$ cat src/verilog/temp_sup_pkg.sv
// temperature supervisor: command codes, field layouts, reset values, timing, types
// assumes one 125 MHz clock and temperatures reported in the 16-bit linear number format
package temp_sup_pkg;

    // command codes of the five supervisor registers
    localparam logic [7:0] CODE_OVERTEMP_FAULT_THRESHOLD   = 8'h4F;
    localparam logic [7:0] CODE_OVERTEMP_FAULT_ACTION      = 8'h50;
    localparam logic [7:0] CODE_OVERTEMP_WARNING_THRESHOLD = 8'h51;
    localparam logic [7:0] CODE_UNDERTEMP_WARNING_THRESHOLD = 8'h52;
    localparam logic [7:0] CODE_UNDERTEMP_FAULT_THRESHOLD  = 8'h53;

    // linear format: signed exponent on top, signed mantissa below
    localparam int LIN_EXP_MSB   = 15;
    localparam int LIN_EXP_LSB   = 11;
    localparam int LIN_MANT_MSB  = 10;
    localparam int FIX_FRAC_BITS = 16;
    localparam int FIX_W         = 48;

    // action byte field values
    localparam logic [1:0] RESP_DISABLE_RETRY = 2'h2;
    localparam logic [2:0] RETRY_NONE         = 3'h0;
    localparam logic [2:0] RETRY_FOREVER      = 3'h7;

    // reset values: 125 C, 100 C, -25 C, -40 C with exponent zero
    localparam logic [15:0] RST_OT_FAULT_THR = 16'h007D;
    localparam logic [15:0] RST_OT_WARN_THR  = 16'h0064;
    localparam logic [15:0] RST_UT_WARN_THR  = 16'h07E7;
    localparam logic [15:0] RST_UT_FAULT_THR = 16'h07D8;
    localparam logic [7:0]  RST_ACTION       = 8'h80;

    // retry delay unit: 35 ms per step at an 8 ns clock
    localparam int unsigned CLK_PERIOD_NS     = 8;
    localparam int unsigned RETRY_UNIT_MS     = 35;
    localparam int unsigned NS_PER_MS         = 1000000;
    localparam int unsigned RETRY_UNIT_CYCLES = RETRY_UNIT_MS * NS_PER_MS / CLK_PERIOD_NS;

    // action byte as stored
    typedef struct packed {
        logic [1:0] response;
        logic [2:0] retries;
        logic [2:0] delay;
    } fault_action_t;

    // sticky temperature status bits
    typedef struct packed {
        logic ut_fault;
        logic ut_warn;
        logic ot_warn;
        logic ot_fault;
    } temp_status_t;

    // management command request and its answer
    typedef struct packed {
        logic        valid;
        logic        write;
        logic [7:0]  code;
        logic [15:0] wdata;
    } cmd_req_t;

    typedef struct packed {
        logic        ack;
        logic        err;
        logic [15:0] rdata;
    } cmd_rsp_t;

    typedef enum logic [1:0] {
        ST_RUN    = 2'b00,
        ST_WAIT   = 2'b01,
        ST_LOCKED = 2'b10
    } supervisor_state_t;

endpackage

$ cat src/verilog/linear_to_fixed.sv
// linear format value to signed fixed point with 16 fraction bits
// assumes the exponent range -16..15, so the shift is never negative
`timescale 1ns/1ps
module linear_to_fixed (
    input  wire logic [15:0]                          lin_value,
    output logic signed [temp_sup_pkg::FIX_W-1:0]     fix_value
);
    import temp_sup_pkg::*;

    logic signed [FIX_W-1:0] mant_ext;
    logic        [5:0]       shift;

    // exact conversion, no rounding: mantissa shifted by exponent plus fraction bits
    always_comb begin
        mant_ext  = FIX_W'(signed'(lin_value[LIN_MANT_MSB:0]));
        shift     = 6'({lin_value[LIN_EXP_MSB], lin_value[LIN_EXP_MSB:LIN_EXP_LSB]})
                    + 6'(FIX_FRAC_BITS);
        fix_value = mant_ext <<< shift;
    end
endmodule

$ cat src/verilog/retry_delay_timer.sv
// restart delay timer: (delay_sel + 1) units of UNIT_CYCLES clocks, then a done pulse
// assumes start and abort are one-cycle pulses or levels from the supervisor
`timescale 1ns/1ps
module retry_delay_timer #(
    parameter int unsigned UNIT_CYCLES = temp_sup_pkg::RETRY_UNIT_CYCLES
) (
    input  wire logic       clk,
    input  wire logic       rst_b,
    input  wire logic       start,
    input  wire logic       abort,
    input  wire logic [2:0] delay_sel,
    output logic            done
);
    import temp_sup_pkg::*;

    localparam int CNT_W = $clog2(UNIT_CYCLES + 1);

    typedef struct packed {
        logic [CNT_W-1:0] tick;
        logic [2:0]       units;
        logic             busy;
        logic             done;
    } timer_state_t;

    timer_state_t s_r;
    timer_state_t s_nxt;

    // abort beats start so a disabled output never restarts
    always_comb begin
        s_nxt      = s_r;
        s_nxt.done = 1'b0;
        if (abort) begin
            s_nxt.busy = 1'b0;
            s_nxt.tick = '0;
        end else if (start) begin
            s_nxt.busy  = 1'b1;
            s_nxt.tick  = '0;
            s_nxt.units = delay_sel;
        end else if (s_r.busy) begin
            if (s_r.tick == CNT_W'(UNIT_CYCLES - 1)) begin
                s_nxt.tick = '0;
                if (s_r.units == 3'h0) begin
                    s_nxt.busy = 1'b0;
                    s_nxt.done = 1'b1; // [RULE11]
                end else begin
                    s_nxt.units = s_r.units - 3'h1;
                end
            end else begin
                s_nxt.tick = s_r.tick + CNT_W'(1);
            end
        end
    end

    // state register
    always_ff @(posedge clk or negedge rst_b) begin
        if (!rst_b) begin
            s_r <= '0;
        end else begin
            s_r <= s_nxt;
        end
    end

    assign done = s_r.done;
endmodule

$ cat src/verilog/temperature_fault_supervisor.sv
// temperature supervisor: four linear thresholds, over-temperature action byte,
// sticky status, alert line and the disable-and-retry sequencer
// assumes commands arrive already decoded from the management bus, one per cycle,
// and the measured temperature arrives in linear format with a valid qualifier
//
// Functional notes
// RULE1 - writable 16-bit linear over-temperature fault threshold, compared to temperature
// RULE2 - writable 16-bit linear over-temperature warning threshold, separate from fault
// RULE3 - writable 16-bit linear under-temperature warning threshold
// RULE4 - writable 16-bit linear under-temperature fault threshold
// RULE5 - thresholds move as words; action code 0x50 moves as a byte
// RULE6 - any over-temperature fault pulls alert low and sets its status bit
// RULE7 - response 10 disables output at once, then applies retry behaviour
// RULE8 - bits 5:3 give the number of restart attempts after shutdown
// RULE9 - retry 000: no restart, output off until the fault is cleared
// RULE10 - retry 111: retry forever until disabled, reset or other shutdown
// RULE11 - wait (bits 2:0 plus one) times 35 ms between restart attempts
// RULE12 - over-trips at or above threshold, under-trips at or below threshold
// RULE13 - warnings set status and alert but leave the output running
`timescale 1ns/1ps
module temperature_fault_supervisor #(
    parameter int unsigned RETRY_UNIT_CYC = temp_sup_pkg::RETRY_UNIT_CYCLES
) (
    input  wire logic                       clk,
    input  wire logic                       rst_b,
    input  wire temp_sup_pkg::cmd_req_t     cmd_req,
    output temp_sup_pkg::cmd_rsp_t          cmd_rsp,
    input  wire logic [15:0]                temp_linear,
    input  wire logic                       temp_valid,
    input  wire logic                       enable_req,
    input  wire logic                       other_fault_shutdown,
    input  wire logic                       clear_faults,
    output logic                            output_enable,
    output temp_sup_pkg::temp_status_t      temp_status,
    output temp_sup_pkg::supervisor_state_t seq_state,
    output logic [2:0]                      retry_count,
    output logic                            alert_line_n
);
    import temp_sup_pkg::*;

    localparam int N_THR = 4;

    // all state of the supervisor except the restart timer in one record
    typedef struct packed {
        logic [15:0]       ot_fault_thr;
        logic [15:0]       ot_warn_thr;
        logic [15:0]       ut_warn_thr;
        logic [15:0]       ut_fault_thr;
        fault_action_t     action;
        temp_status_t      status;
        supervisor_state_t state;
        logic [2:0]        attempts;
        cmd_rsp_t          rsp;
    } sup_state_t;

    sup_state_t s_r;
    sup_state_t s_nxt;

    logic [15:0]             thr_raw [N_THR];
    logic signed [FIX_W-1:0] thr_fix [N_THR];
    logic signed [FIX_W-1:0] temp_fix;

    // crossings and the trip they cause
    logic ot_fault_hit;
    logic ot_warn_hit;
    logic ut_warn_hit;
    logic ut_fault_hit;
    logic trip_now;
    logic retry_allowed;

    // restart timer handshake
    logic retry_start;
    logic retry_abort;
    logic retry_done;

    // true for the codes this block answers; used by both the write and read paths
    function automatic logic code_known(input logic [7:0] code);
        case (code)
            CODE_OVERTEMP_FAULT_THRESHOLD,
            CODE_OVERTEMP_FAULT_ACTION,
            CODE_OVERTEMP_WARNING_THRESHOLD,
            CODE_UNDERTEMP_WARNING_THRESHOLD,
            CODE_UNDERTEMP_FAULT_THRESHOLD: code_known = 1'b1;
            default:                        code_known = 1'b0;
        endcase
    endfunction

    // read value for a code, byte register zero-extended to the word
    function automatic logic [15:0] read_value(input logic [7:0] code,
                                               input sup_state_t st);
        case (code)
            CODE_OVERTEMP_FAULT_THRESHOLD:    read_value = st.ot_fault_thr;
            CODE_OVERTEMP_FAULT_ACTION:       read_value = {8'h00, st.action}; // [RULE5]
            CODE_OVERTEMP_WARNING_THRESHOLD:  read_value = st.ot_warn_thr;
            CODE_UNDERTEMP_WARNING_THRESHOLD: read_value = st.ut_warn_thr;
            CODE_UNDERTEMP_FAULT_THRESHOLD:   read_value = st.ut_fault_thr;
            default:                          read_value = 16'h0000;
        endcase
    endfunction

    // thresholds in a fixed order for the converters
    assign thr_raw[0] = s_r.ot_fault_thr;
    assign thr_raw[1] = s_r.ot_warn_thr;
    assign thr_raw[2] = s_r.ut_warn_thr;
    assign thr_raw[3] = s_r.ut_fault_thr;

    // linear values become plain signed numbers so one compare covers any exponent
    linear_to_fixed u_temp_conv (
        .lin_value (temp_linear),
        .fix_value (temp_fix)
    );

    // one converter per limit, pure logic
    for (genvar gi = 0; gi < N_THR; gi++) begin : g_thr_conv
        linear_to_fixed u_thr_conv (
            .lin_value (thr_raw[gi]),
            .fix_value (thr_fix[gi])
        );
    end

    // threshold crossings, only while a measurement is valid
    // equality counts as a crossing
    always_comb begin
        ot_fault_hit = temp_valid && (temp_fix >= thr_fix[0]); // [RULE1] [RULE12]
        ot_warn_hit  = temp_valid && (temp_fix >= thr_fix[1]); // [RULE2] [RULE12]
        ut_warn_hit  = temp_valid && (temp_fix <= thr_fix[2]); // [RULE3] [RULE12]
        ut_fault_hit = temp_valid && (temp_fix <= thr_fix[3]); // [RULE4] [RULE12]
    end

    // a shutdown trip needs the running state and the disable-and-retry response;
    // other responses only flag the fault and leave the output alone
    assign trip_now = (s_r.state == ST_RUN) && enable_req && ot_fault_hit
                      && (s_r.action.response == RESP_DISABLE_RETRY); // [RULE7]

    // a restart is granted for retry-forever or while attempts remain
    always_comb begin
        if (s_r.action.retries == RETRY_NONE) begin
            retry_allowed = 1'b0; // [RULE9]
        end else if (s_r.action.retries == RETRY_FOREVER) begin
            retry_allowed = 1'b1; // [RULE10]
        end else begin
            retry_allowed = (s_r.attempts < s_r.action.retries); // [RULE8]
        end
    end

    // a trip with budget left arms the timer
    assign retry_start = trip_now && retry_allowed;
    // disable or a foreign shutdown ends any pending restart
    assign retry_abort = !enable_req || other_fault_shutdown; // [RULE10]

    // delay between restart attempts
    retry_delay_timer #(
        .UNIT_CYCLES (RETRY_UNIT_CYC)
    ) u_retry_timer (
        .clk       (clk),
        .rst_b     (rst_b),
        .start     (retry_start),
        .abort     (retry_abort),
        .delay_sel (s_r.action.delay),
        .done      (retry_done)
    );

    // next state: command port, sticky status and the restart sequencer
    always_comb begin
        s_nxt     = s_r;
        s_nxt.rsp = '0;

        // commands: answer one cycle after the request
        if (cmd_req.valid) begin
            // no back-pressure: answer every cycle
            s_nxt.rsp.ack = 1'b1;
            s_nxt.rsp.err = !code_known(cmd_req.code);
            // unknown reads answer zero
            if (!cmd_req.write) begin
                s_nxt.rsp.rdata = read_value(cmd_req.code, s_r);
            end else begin
                case (cmd_req.code)
                    CODE_OVERTEMP_FAULT_THRESHOLD: begin
                        s_nxt.ot_fault_thr = cmd_req.wdata; // [RULE1] [RULE5]
                    end
                    CODE_OVERTEMP_FAULT_ACTION: begin
                        s_nxt.action = fault_action_t'(cmd_req.wdata[7:0]); // [RULE5]
                    end
                    CODE_OVERTEMP_WARNING_THRESHOLD: begin
                        s_nxt.ot_warn_thr = cmd_req.wdata; // [RULE2] [RULE5]
                    end
                    CODE_UNDERTEMP_WARNING_THRESHOLD: begin
                        s_nxt.ut_warn_thr = cmd_req.wdata; // [RULE3] [RULE5]
                    end
                    CODE_UNDERTEMP_FAULT_THRESHOLD: begin
                        s_nxt.ut_fault_thr = cmd_req.wdata; // [RULE4] [RULE5]
                    end
                    default: begin
                        // refused: nothing stored
                        s_nxt.rsp.err = 1'b1;
                    end
                endcase
            end
        end

        // sticky status: a new crossing in the clear cycle survives the clear
        if (clear_faults) begin
            s_nxt.status = '0;
        end
        // set under every response mode
        if (ot_fault_hit) begin
            s_nxt.status.ot_fault = 1'b1; // [RULE6]
        end
        // warnings never reach the sequencer
        if (ot_warn_hit) begin
            s_nxt.status.ot_warn = 1'b1; // [RULE13]
        end
        if (ut_warn_hit) begin
            s_nxt.status.ut_warn = 1'b1; // [RULE13]
        end
        // under-temperature fault only flags
        if (ut_fault_hit) begin
            s_nxt.status.ut_fault = 1'b1;
        end

        // restart sequencer
        case (s_r.state)
            ST_RUN: begin
                if (trip_now) begin
                    if (other_fault_shutdown) begin
                        // aborted timer: a wait would never end
                        s_nxt.state = ST_LOCKED; // [RULE10]
                    end else if (!retry_allowed) begin
                        s_nxt.state = ST_LOCKED; // [RULE9]
                    end else begin
                        s_nxt.state = ST_WAIT;
                        // the forever count is not tracked, it never runs out
                        if (s_r.action.retries != RETRY_FOREVER) begin
                            s_nxt.attempts = s_r.attempts + 3'h1; // [RULE8]
                        end
                    end
                end
            end

            ST_WAIT: begin
                // left by timer pulse, foreign shutdown or dropped enable
                if (other_fault_shutdown) begin
                    s_nxt.state = ST_LOCKED; // [RULE10]
                end else if (retry_done) begin
                    s_nxt.state = ST_RUN; // [RULE11]
                end
            end

            ST_LOCKED: begin
                // output stays off until software clears the faults or toggles the enable
                if (clear_faults) begin
                    s_nxt.state = ST_RUN; // [RULE9]
                end
            end

            default: begin
                // unused codes fail safe, output off
                s_nxt.state = ST_LOCKED;
            end
        endcase

        // clearing faults or dropping the enable starts the attempt budget afresh
        if (clear_faults) begin
            s_nxt.attempts = 3'h0;
        end

        // disable ends any wait or lockout
        if (!enable_req) begin
            s_nxt.state    = ST_RUN; // [RULE10]
            s_nxt.attempts = 3'h0;
        end
    end

    // state register
    // asynchronous clear, synchronous use
    always_ff @(posedge clk or negedge rst_b) begin
        if (!rst_b) begin
            // thresholds and action at package defaults
            s_r              <= '0;
            s_r.ot_fault_thr <= RST_OT_FAULT_THR;
            s_r.ot_warn_thr  <= RST_OT_WARN_THR;
            s_r.ut_warn_thr  <= RST_UT_WARN_THR;
            s_r.ut_fault_thr <= RST_UT_FAULT_THR;
            s_r.action       <= fault_action_t'(RST_ACTION);
            s_r.state        <= ST_RUN;
        end else begin
            s_r <= s_nxt;
        end
    end

    // output drops in the very cycle of the trip, not one clock later
    assign output_enable = enable_req && (s_r.state == ST_RUN) && !trip_now; // [RULE7]

    // any sticky bit holds the alert low; warnings never touch the output
    assign alert_line_n = !(|s_r.status); // [RULE6] [RULE13]

    // registered views for host and board
    assign temp_status = s_r.status;
    assign seq_state   = s_r.state;
    assign retry_count = s_r.attempts;
    assign cmd_rsp     = s_r.rsp;

endmodule
$ cat config.mk
export PLATFORM = sky130hd
export DESIGN_NAME = temperature_fault_supervisor
export DESIGN_NICKNAME = d
export VERILOG_FILES = /design/src/verilog/temp_sup_pkg.sv /design/src/verilog/linear_to_fixed.sv /design/src/verilog/retry_delay_timer.sv /design/src/verilog/temperature_fault_supervisor.sv
export SDC_FILE = /design/constraint.sdc
export NUM_CORES = 1
export LEC_CHECK = 0
export ABC_AREA = 1
export BUFFER_PORTS_ARGS = -buffer_cell sky130_fd_sc_hd__clkbuf_2
export CAP_MARGIN = 5
export CORE_MARGIN = 1.5
export CORE_UTILIZATION = 41
export DETAILED_ROUTE_END_ITERATION = 16
export REMOVE_ABC_BUFFERS = 1
export SETUP_SLACK_MARGIN = 0.5
export SLEW_MARGIN = 20
export SYNTH_ARGS = -nofsm -noshare
export SYNTH_HDL_FRONTEND = slang
export SYNTH_SLANG_ARGS = --single-unit
$ cat constraint.sdc
create_clock -name clk -period 5.1 [get_ports clk]
set_input_delay 1.02 -clock clk [delete_from_list [all_inputs] [get_ports clk]]
set_output_delay 1.02 -clock clk [all_outputs]
set_load 0.01 [all_outputs]
# [After elaboration in Yosys (flattened, before gate mapping)]
# Cells that the tools add are included.
[totals] ff_bits=127 input_bits=48 output_inout_bits=29 elab_cells=130
[op_classes] n_addsub=8 n_lt_le_gt_ge=5 eq_ne=20 n_shift=5 mux=37 bitwise_logic=1 n_reduce_logical=34
[ops] op="11-bit by 6-bit <<< shifter with 48-bit output" count=5
[ops] op="48-bit greater-or-equal comparator" count=2
[ops] op="48-bit <= comparator" count=2
[ops] op="16-bit case mux with 5 select lines" count=1
[ops] op="23-bit 2-to-1 mux" count=2
[ops] op="8-bit by 7-bit equality test with 1-bit output, second input constant" count=5
[ops] op="6-bit by 5-bit adder with 6-bit output, second input constant" count=5
[ops] op="28-bit 2-to-1 mux" count=1
[ops] op="27-bit 2-to-1 mux" count=1
[ops] op="23-bit by 1-bit adder with 23-bit output, second input constant" count=1
[ops] op="23-bit equality test, second input constant" count=1
[ops] op="18-bit 2-to-1 mux" count=1
[ops] op="3-bit 2-to-1 mux" count=6
[ops] op="3-bit AND reduction" count=6
[ops] op="16-bit 2-to-1 mux" count=1
[ops] op="5-bit 2-to-1 mux" count=3
[ops] op="1-bit 2-to-1 mux" count=13
[ops] op="2-bit 2-to-1 mux" count=6
[ops] op="3-bit by 1-bit != test with 1-bit output, second input constant" count=4
[ops] op="2-bit nonzero test" count=6
[ops] op="1-bit logical AND" count=9
[ops] op="3-bit != test, second input constant" count=3
[ops] op="3-bit zero test" count=2
[ops] op="2-bit case mux with 3 select lines" count=1
[ops] op="19 further kinds" count=23

# [Depth between registers and ports, before layout]
[logic_depth] depth_word=10 mapped_depth=30 depth_no_buf=30

# [Modules after synthesis]
# Synthesis repeated with hierarchy kept, for this count alone.
[unflattened] cells_unflattened=2758 area_unflattened_um2=16995.0
[modules_own_cells] mod="temperature_fault_supervisor" n_inst=1 cells_each=1290 area_per_inst_um2=9560.4 seq_area_each_um2=2509.9
[modules_own_cells] mod="linear_to_fixed" n_inst=5 cells_each=244 area_per_inst_um2=1121.1 seq_area_each_um2=0.0
[modules_own_cells] mod="retry_delay_timer" n_inst=1 cells_each=248 area_per_inst_um2=1829.3 seq_area_each_um2=700.7

# [Worst setup path after synthesis]
# No wires, ideal clock.
[synth_path] path_kind="input to output" start="input temp_linear[13]" end="output output_enable" arrival_ns=3.453 t_required_ns=4.080 path_slack_ns=0.627 path_stages=21 n_path_buf=2 path_cell_list="clkbuf_1 inv_1 clkbuf_1 mux2i_1 a21oi_1 o21ai_0 ha_1 nand2_1 nand2_1 nand2_1 nand2_1 nand2_1 nand2_1 nand2_1 nand3_1 nor2_1 nand3_2 nand3_4 nand3_1 nand2_1 inv_1"
[synth_between] elab_chain_cells=8
[synth_rtl] item="start: declaration" line="temperature_fault_supervisor.sv:28" rtl="input wire logic [15:0] temp_linear,"
[synth_rtl] item="6-bit by 5-bit adder with 6-bit output" line="linear_to_fixed.sv:17" rtl="+ 6'(FIX_FRAC_BITS);"
[synth_rtl] item="11-bit by 6-bit <<< shifter with 48-bit output" line="linear_to_fixed.sv:18" rtl="fix_value = mant_ext <<< shift;"
[synth_rtl] item="48-bit greater-or-equal comparator" line="temperature_fault_supervisor.sv:124" rtl="ot_fault_hit = temp_valid && (temp_fix >= thr_fix[0]);"
[synth_rtl] item="1-bit logical AND" line="temperature_fault_supervisor.sv:124"
[synth_rtl] item="1-bit logical AND" line="temperature_fault_supervisor.sv:132" rtl="assign trip_now = (s_r.state == ST_RUN) && enable_req && ot_fault_hit"
[synth_rtl] item="1-bit logical AND" line="temperature_fault_supervisor.sv:133" rtl="&& (s_r.action.response == RESP_DISABLE_RETRY);"
[synth_rtl] item="1-bit zero test" line="temperature_fault_supervisor.sv:292" rtl="assign output_enable = enable_req && (s_r.state == ST_RUN) && !trip_now;"
[synth_rtl] item="1-bit logical AND" line="temperature_fault_supervisor.sv:292"
[synth_rtl] item="end: declaration" line="temperature_fault_supervisor.sv:33" rtl="output logic output_enable,"
# No other way between the ends.

# [Final worst setup path]
[layout_path] start="input temp_linear[11]" end="output output_enable"
# The elaborated chain is that of the path after synthesis.

==> metrics.yaml <==
grtUsageTotal: 0.2757
place_hpwl_um: 40410
yosys-top-cells-area: "dfrtp_1 (17%), nand2_1 (16%), ha_1 (15%)"
max_cap_violations: 0
drt-total-wl_um: 50170
layout-drive-gt1-share: 0.1638
slew_headroom: 0.3481
synth_top_area_frac: 0.1733
final_common_cell: "nand2_1"
crit_path_max_incr_delay_ns: 0.33
area_growth_pct: 14.07
final-setup-viol-count: 0
ys.flop_type: "dfrtp_1"
nets: 2553
async_flop_share: 1.000
power_density_nw_per_um2: 200.9
crit_path_end_kind: "output pin"
grt_max_degree: 96
synth-edff-count: 0
dieArea_um2: 36700
max_freq_mhz: 217.5
final_cell_mix: "nand2_1 (619), o21ai_0 (267), inv_1 (219), ha_1 (170), a21oi_1 (141)"
grt_pass1_vias: 14140
drt_iter0_markers: 1288
path_clk_slew_ns: 0.05
grt_pass1_wl_um: 78300
status: "completed"
path_cells: "buf_12 > buf_8 > nand2_1 > nand2_2 > o21ai_2 > mux2i_2 > o21ai_2 > o21ai_1 > ha_1 > nand2_1 > nor2_2 > nand2_2 > inv_2 > nand3_2 > nor2_4 > nand2_2 > nand3_2 > nand2_2 > nand3_4 > nand3_2 > nand2_2 > inv_2 > buf_6"
fin_tns_setup_ns: 0
via_per_inst: 5.517
cpMostUsedCell: "nand2_2"
num_rows: 68
multi_input_area_um2: 10280
htreeDepth: 4
root_buffer: "clkbuf_16"
die_w_um: 191.6
numCtsBuffers: 17
p_leak_uw: 0.007806
syn_avg_cell_area_um2: 6.403
seqCellArea_um2: 3213
synth_top_cell_by_area: "dfrtp_1"
crit_type: "primary input to output pin"
cts_max_path_buffers: 2
cp-start-kind: "primary input"
vias: 15440
start_util: 0.4190
grt_use_met1: 0.3890
first_pass_iters: 7
antenna_found_initial: 1
use_met2: 0.4458
core_um2: 34800
fin_crit_ns: 4.598
numClockSinks: 127
arrival_ns: 3.58
synth_cell_type_count: 56
grt.busiest_layer: "met2"
synth-seq-cells: 127
cts_tree: "built"
antenna_cells: 0
slowest_stage: "ha_1"
synth_cells: 2277
crit_fanout: 8
ios: 77
finalCritPeriodShare: 0.9016
final_max_slew_viol_count: 0
hold_path_class: "flip-flop to flip-flop"
grt.overflow.total: 0
rsz0062_at_grt: "true"
dieHeight_um: 191.6
timing.hold.ws_ns: 0.4809
use_met3: 0.02430
fillers: 3696
clk_latency_ns: 0.42
synth_area_um2: 14580
tightestPinTransition_ns: 0.9755
hold_viol_final: 0
io_buffers: 76
required_ns: 4.08
wl_per_cell_um: 17.92
drcViolationCount: 0
skew_ns: 0.008304
yosysWarnings: 0
cts_hold_buf: 0
gp_congestion: 0.9747
ys_seq_area_frac: 0.2202
antenna_left: 0
ir_drop_mv: 0.2205
[sequential cells by signal, summed over array words and instances (netlist names)]
register	count
u_retry_timer.s_r	27
seq_state	2
retry_count	3
temp_status	4
s_r	72
u_retry_timer.done	1
cmd_rsp	18
[routing by layer]
metal  wire, um  vias to the layer above
li1           -                     7738
met1      23690                     7172
met2      22590                      465
met3       2493                       66
met4       1374                        2
met5         17                        -
[cells by family after synthesis]
group | share of synthesized area
AO/OA/AOI/OAI | 0.2058
AND/OR/NAND/NOR | 0.3038
flip-flops | 0.2202
adder cells (fa/ha/maj) | 0.1493
buffers and inverters | 0.1019
XOR/XNOR | 0.006608
multiplexers | 0.01236
[report_power, final]
group / switching [uW] / internal, uW
Combinational: 634 / 377
Clock: 463 / 795
Sequential: 38.0 / 1030
Total: 1130 / 2210
[metrics by stage]
step	area, um2	setup slack (ns)	utilization	total power, uW	instances
after floorplan	13980	0.7304	-	1636	2150
after global placement	15370	0.1227	0.4418	1968	2740
after detailed placement	15370	0.09067	0.4418	1985	2740
after CTS	16340	0.4901	0.4695	3303	2792
after global routing	16630	0.2966	0.4780	3537	2799
final	16630	0.5018	0.4780	3342	2799
[worst paths after layout]
kind	start	to	slack, ns	cells past startpoint
setup reg to reg	s_r[78]	temp_status[1]	0.88	20
hold reg to reg	u_retry_timer.s_r[4]	u_retry_timer.s_r[4]	0.48	2
setup / recovery	temp_linear[11]	output_enable	0.50	23
min in group asynchronous	rst_b	u_retry_timer.s_r[18]	0.69	1
hold / removal	u_retry_timer.s_r[4]	u_retry_timer.s_r[4]	0.48	2
max in group asynchronous	rst_b	s_r[34]	3.36	2
[synth_stat cells (9+ instances only)]
master / count
a21oi_1: 150
a31oi_1: 9
buf_4: 27
clkbuf_1: 85
dfrtp_1: 101
dfstp_2: 26
ha_1: 174
inv_1: 227
mux2i_1: 18
nand2_1: 632
nand2_2: 13
nand3_1: 103
nand4_1: 41
nor2_1: 128
nor3_1: 25
nor4_1: 18
o21ai_0: 355
or2_2: 33
xor2_1: 11
[area by class of cell]
| class | count | share of cell area |
|---|---|---|
| Clock buffer | 23 | 0.02814 |
| Tap cell | 455 | 0.03423 |
| Inverter | 235 | 0.05371 |
| Sequential cell | 127 | 0.1932 |
| Timing Repair Buffer | 161 | 0.06394 |
| Timing Repair inverter | 1 | 0.0004514 |
| Clock inverter | 9 | 0.007974 |
| Multi-Input combinational cell | 1788 | 0.6184 |
[worst max-delay path: cells and delay by family]
kind,cells,cell delay (ns)
adders and majority gates,1,0.33
and+or+nand+nor,13,1.15
buffers and inverters,5,0.45
muxes,1,0.13
AOI/OAI and AO/OA,3,0.48
[timing repair]
item | CTS | global route
pin swaps | 20 | 44
gates cloned | 1 | 0
resized for setup | 118 | 95
setup endpoints to repair | 1 | 1
setup buffers | 19 | 7
hold endpoints to repair | 0 | 0
(Power assumes the default switching activity.)
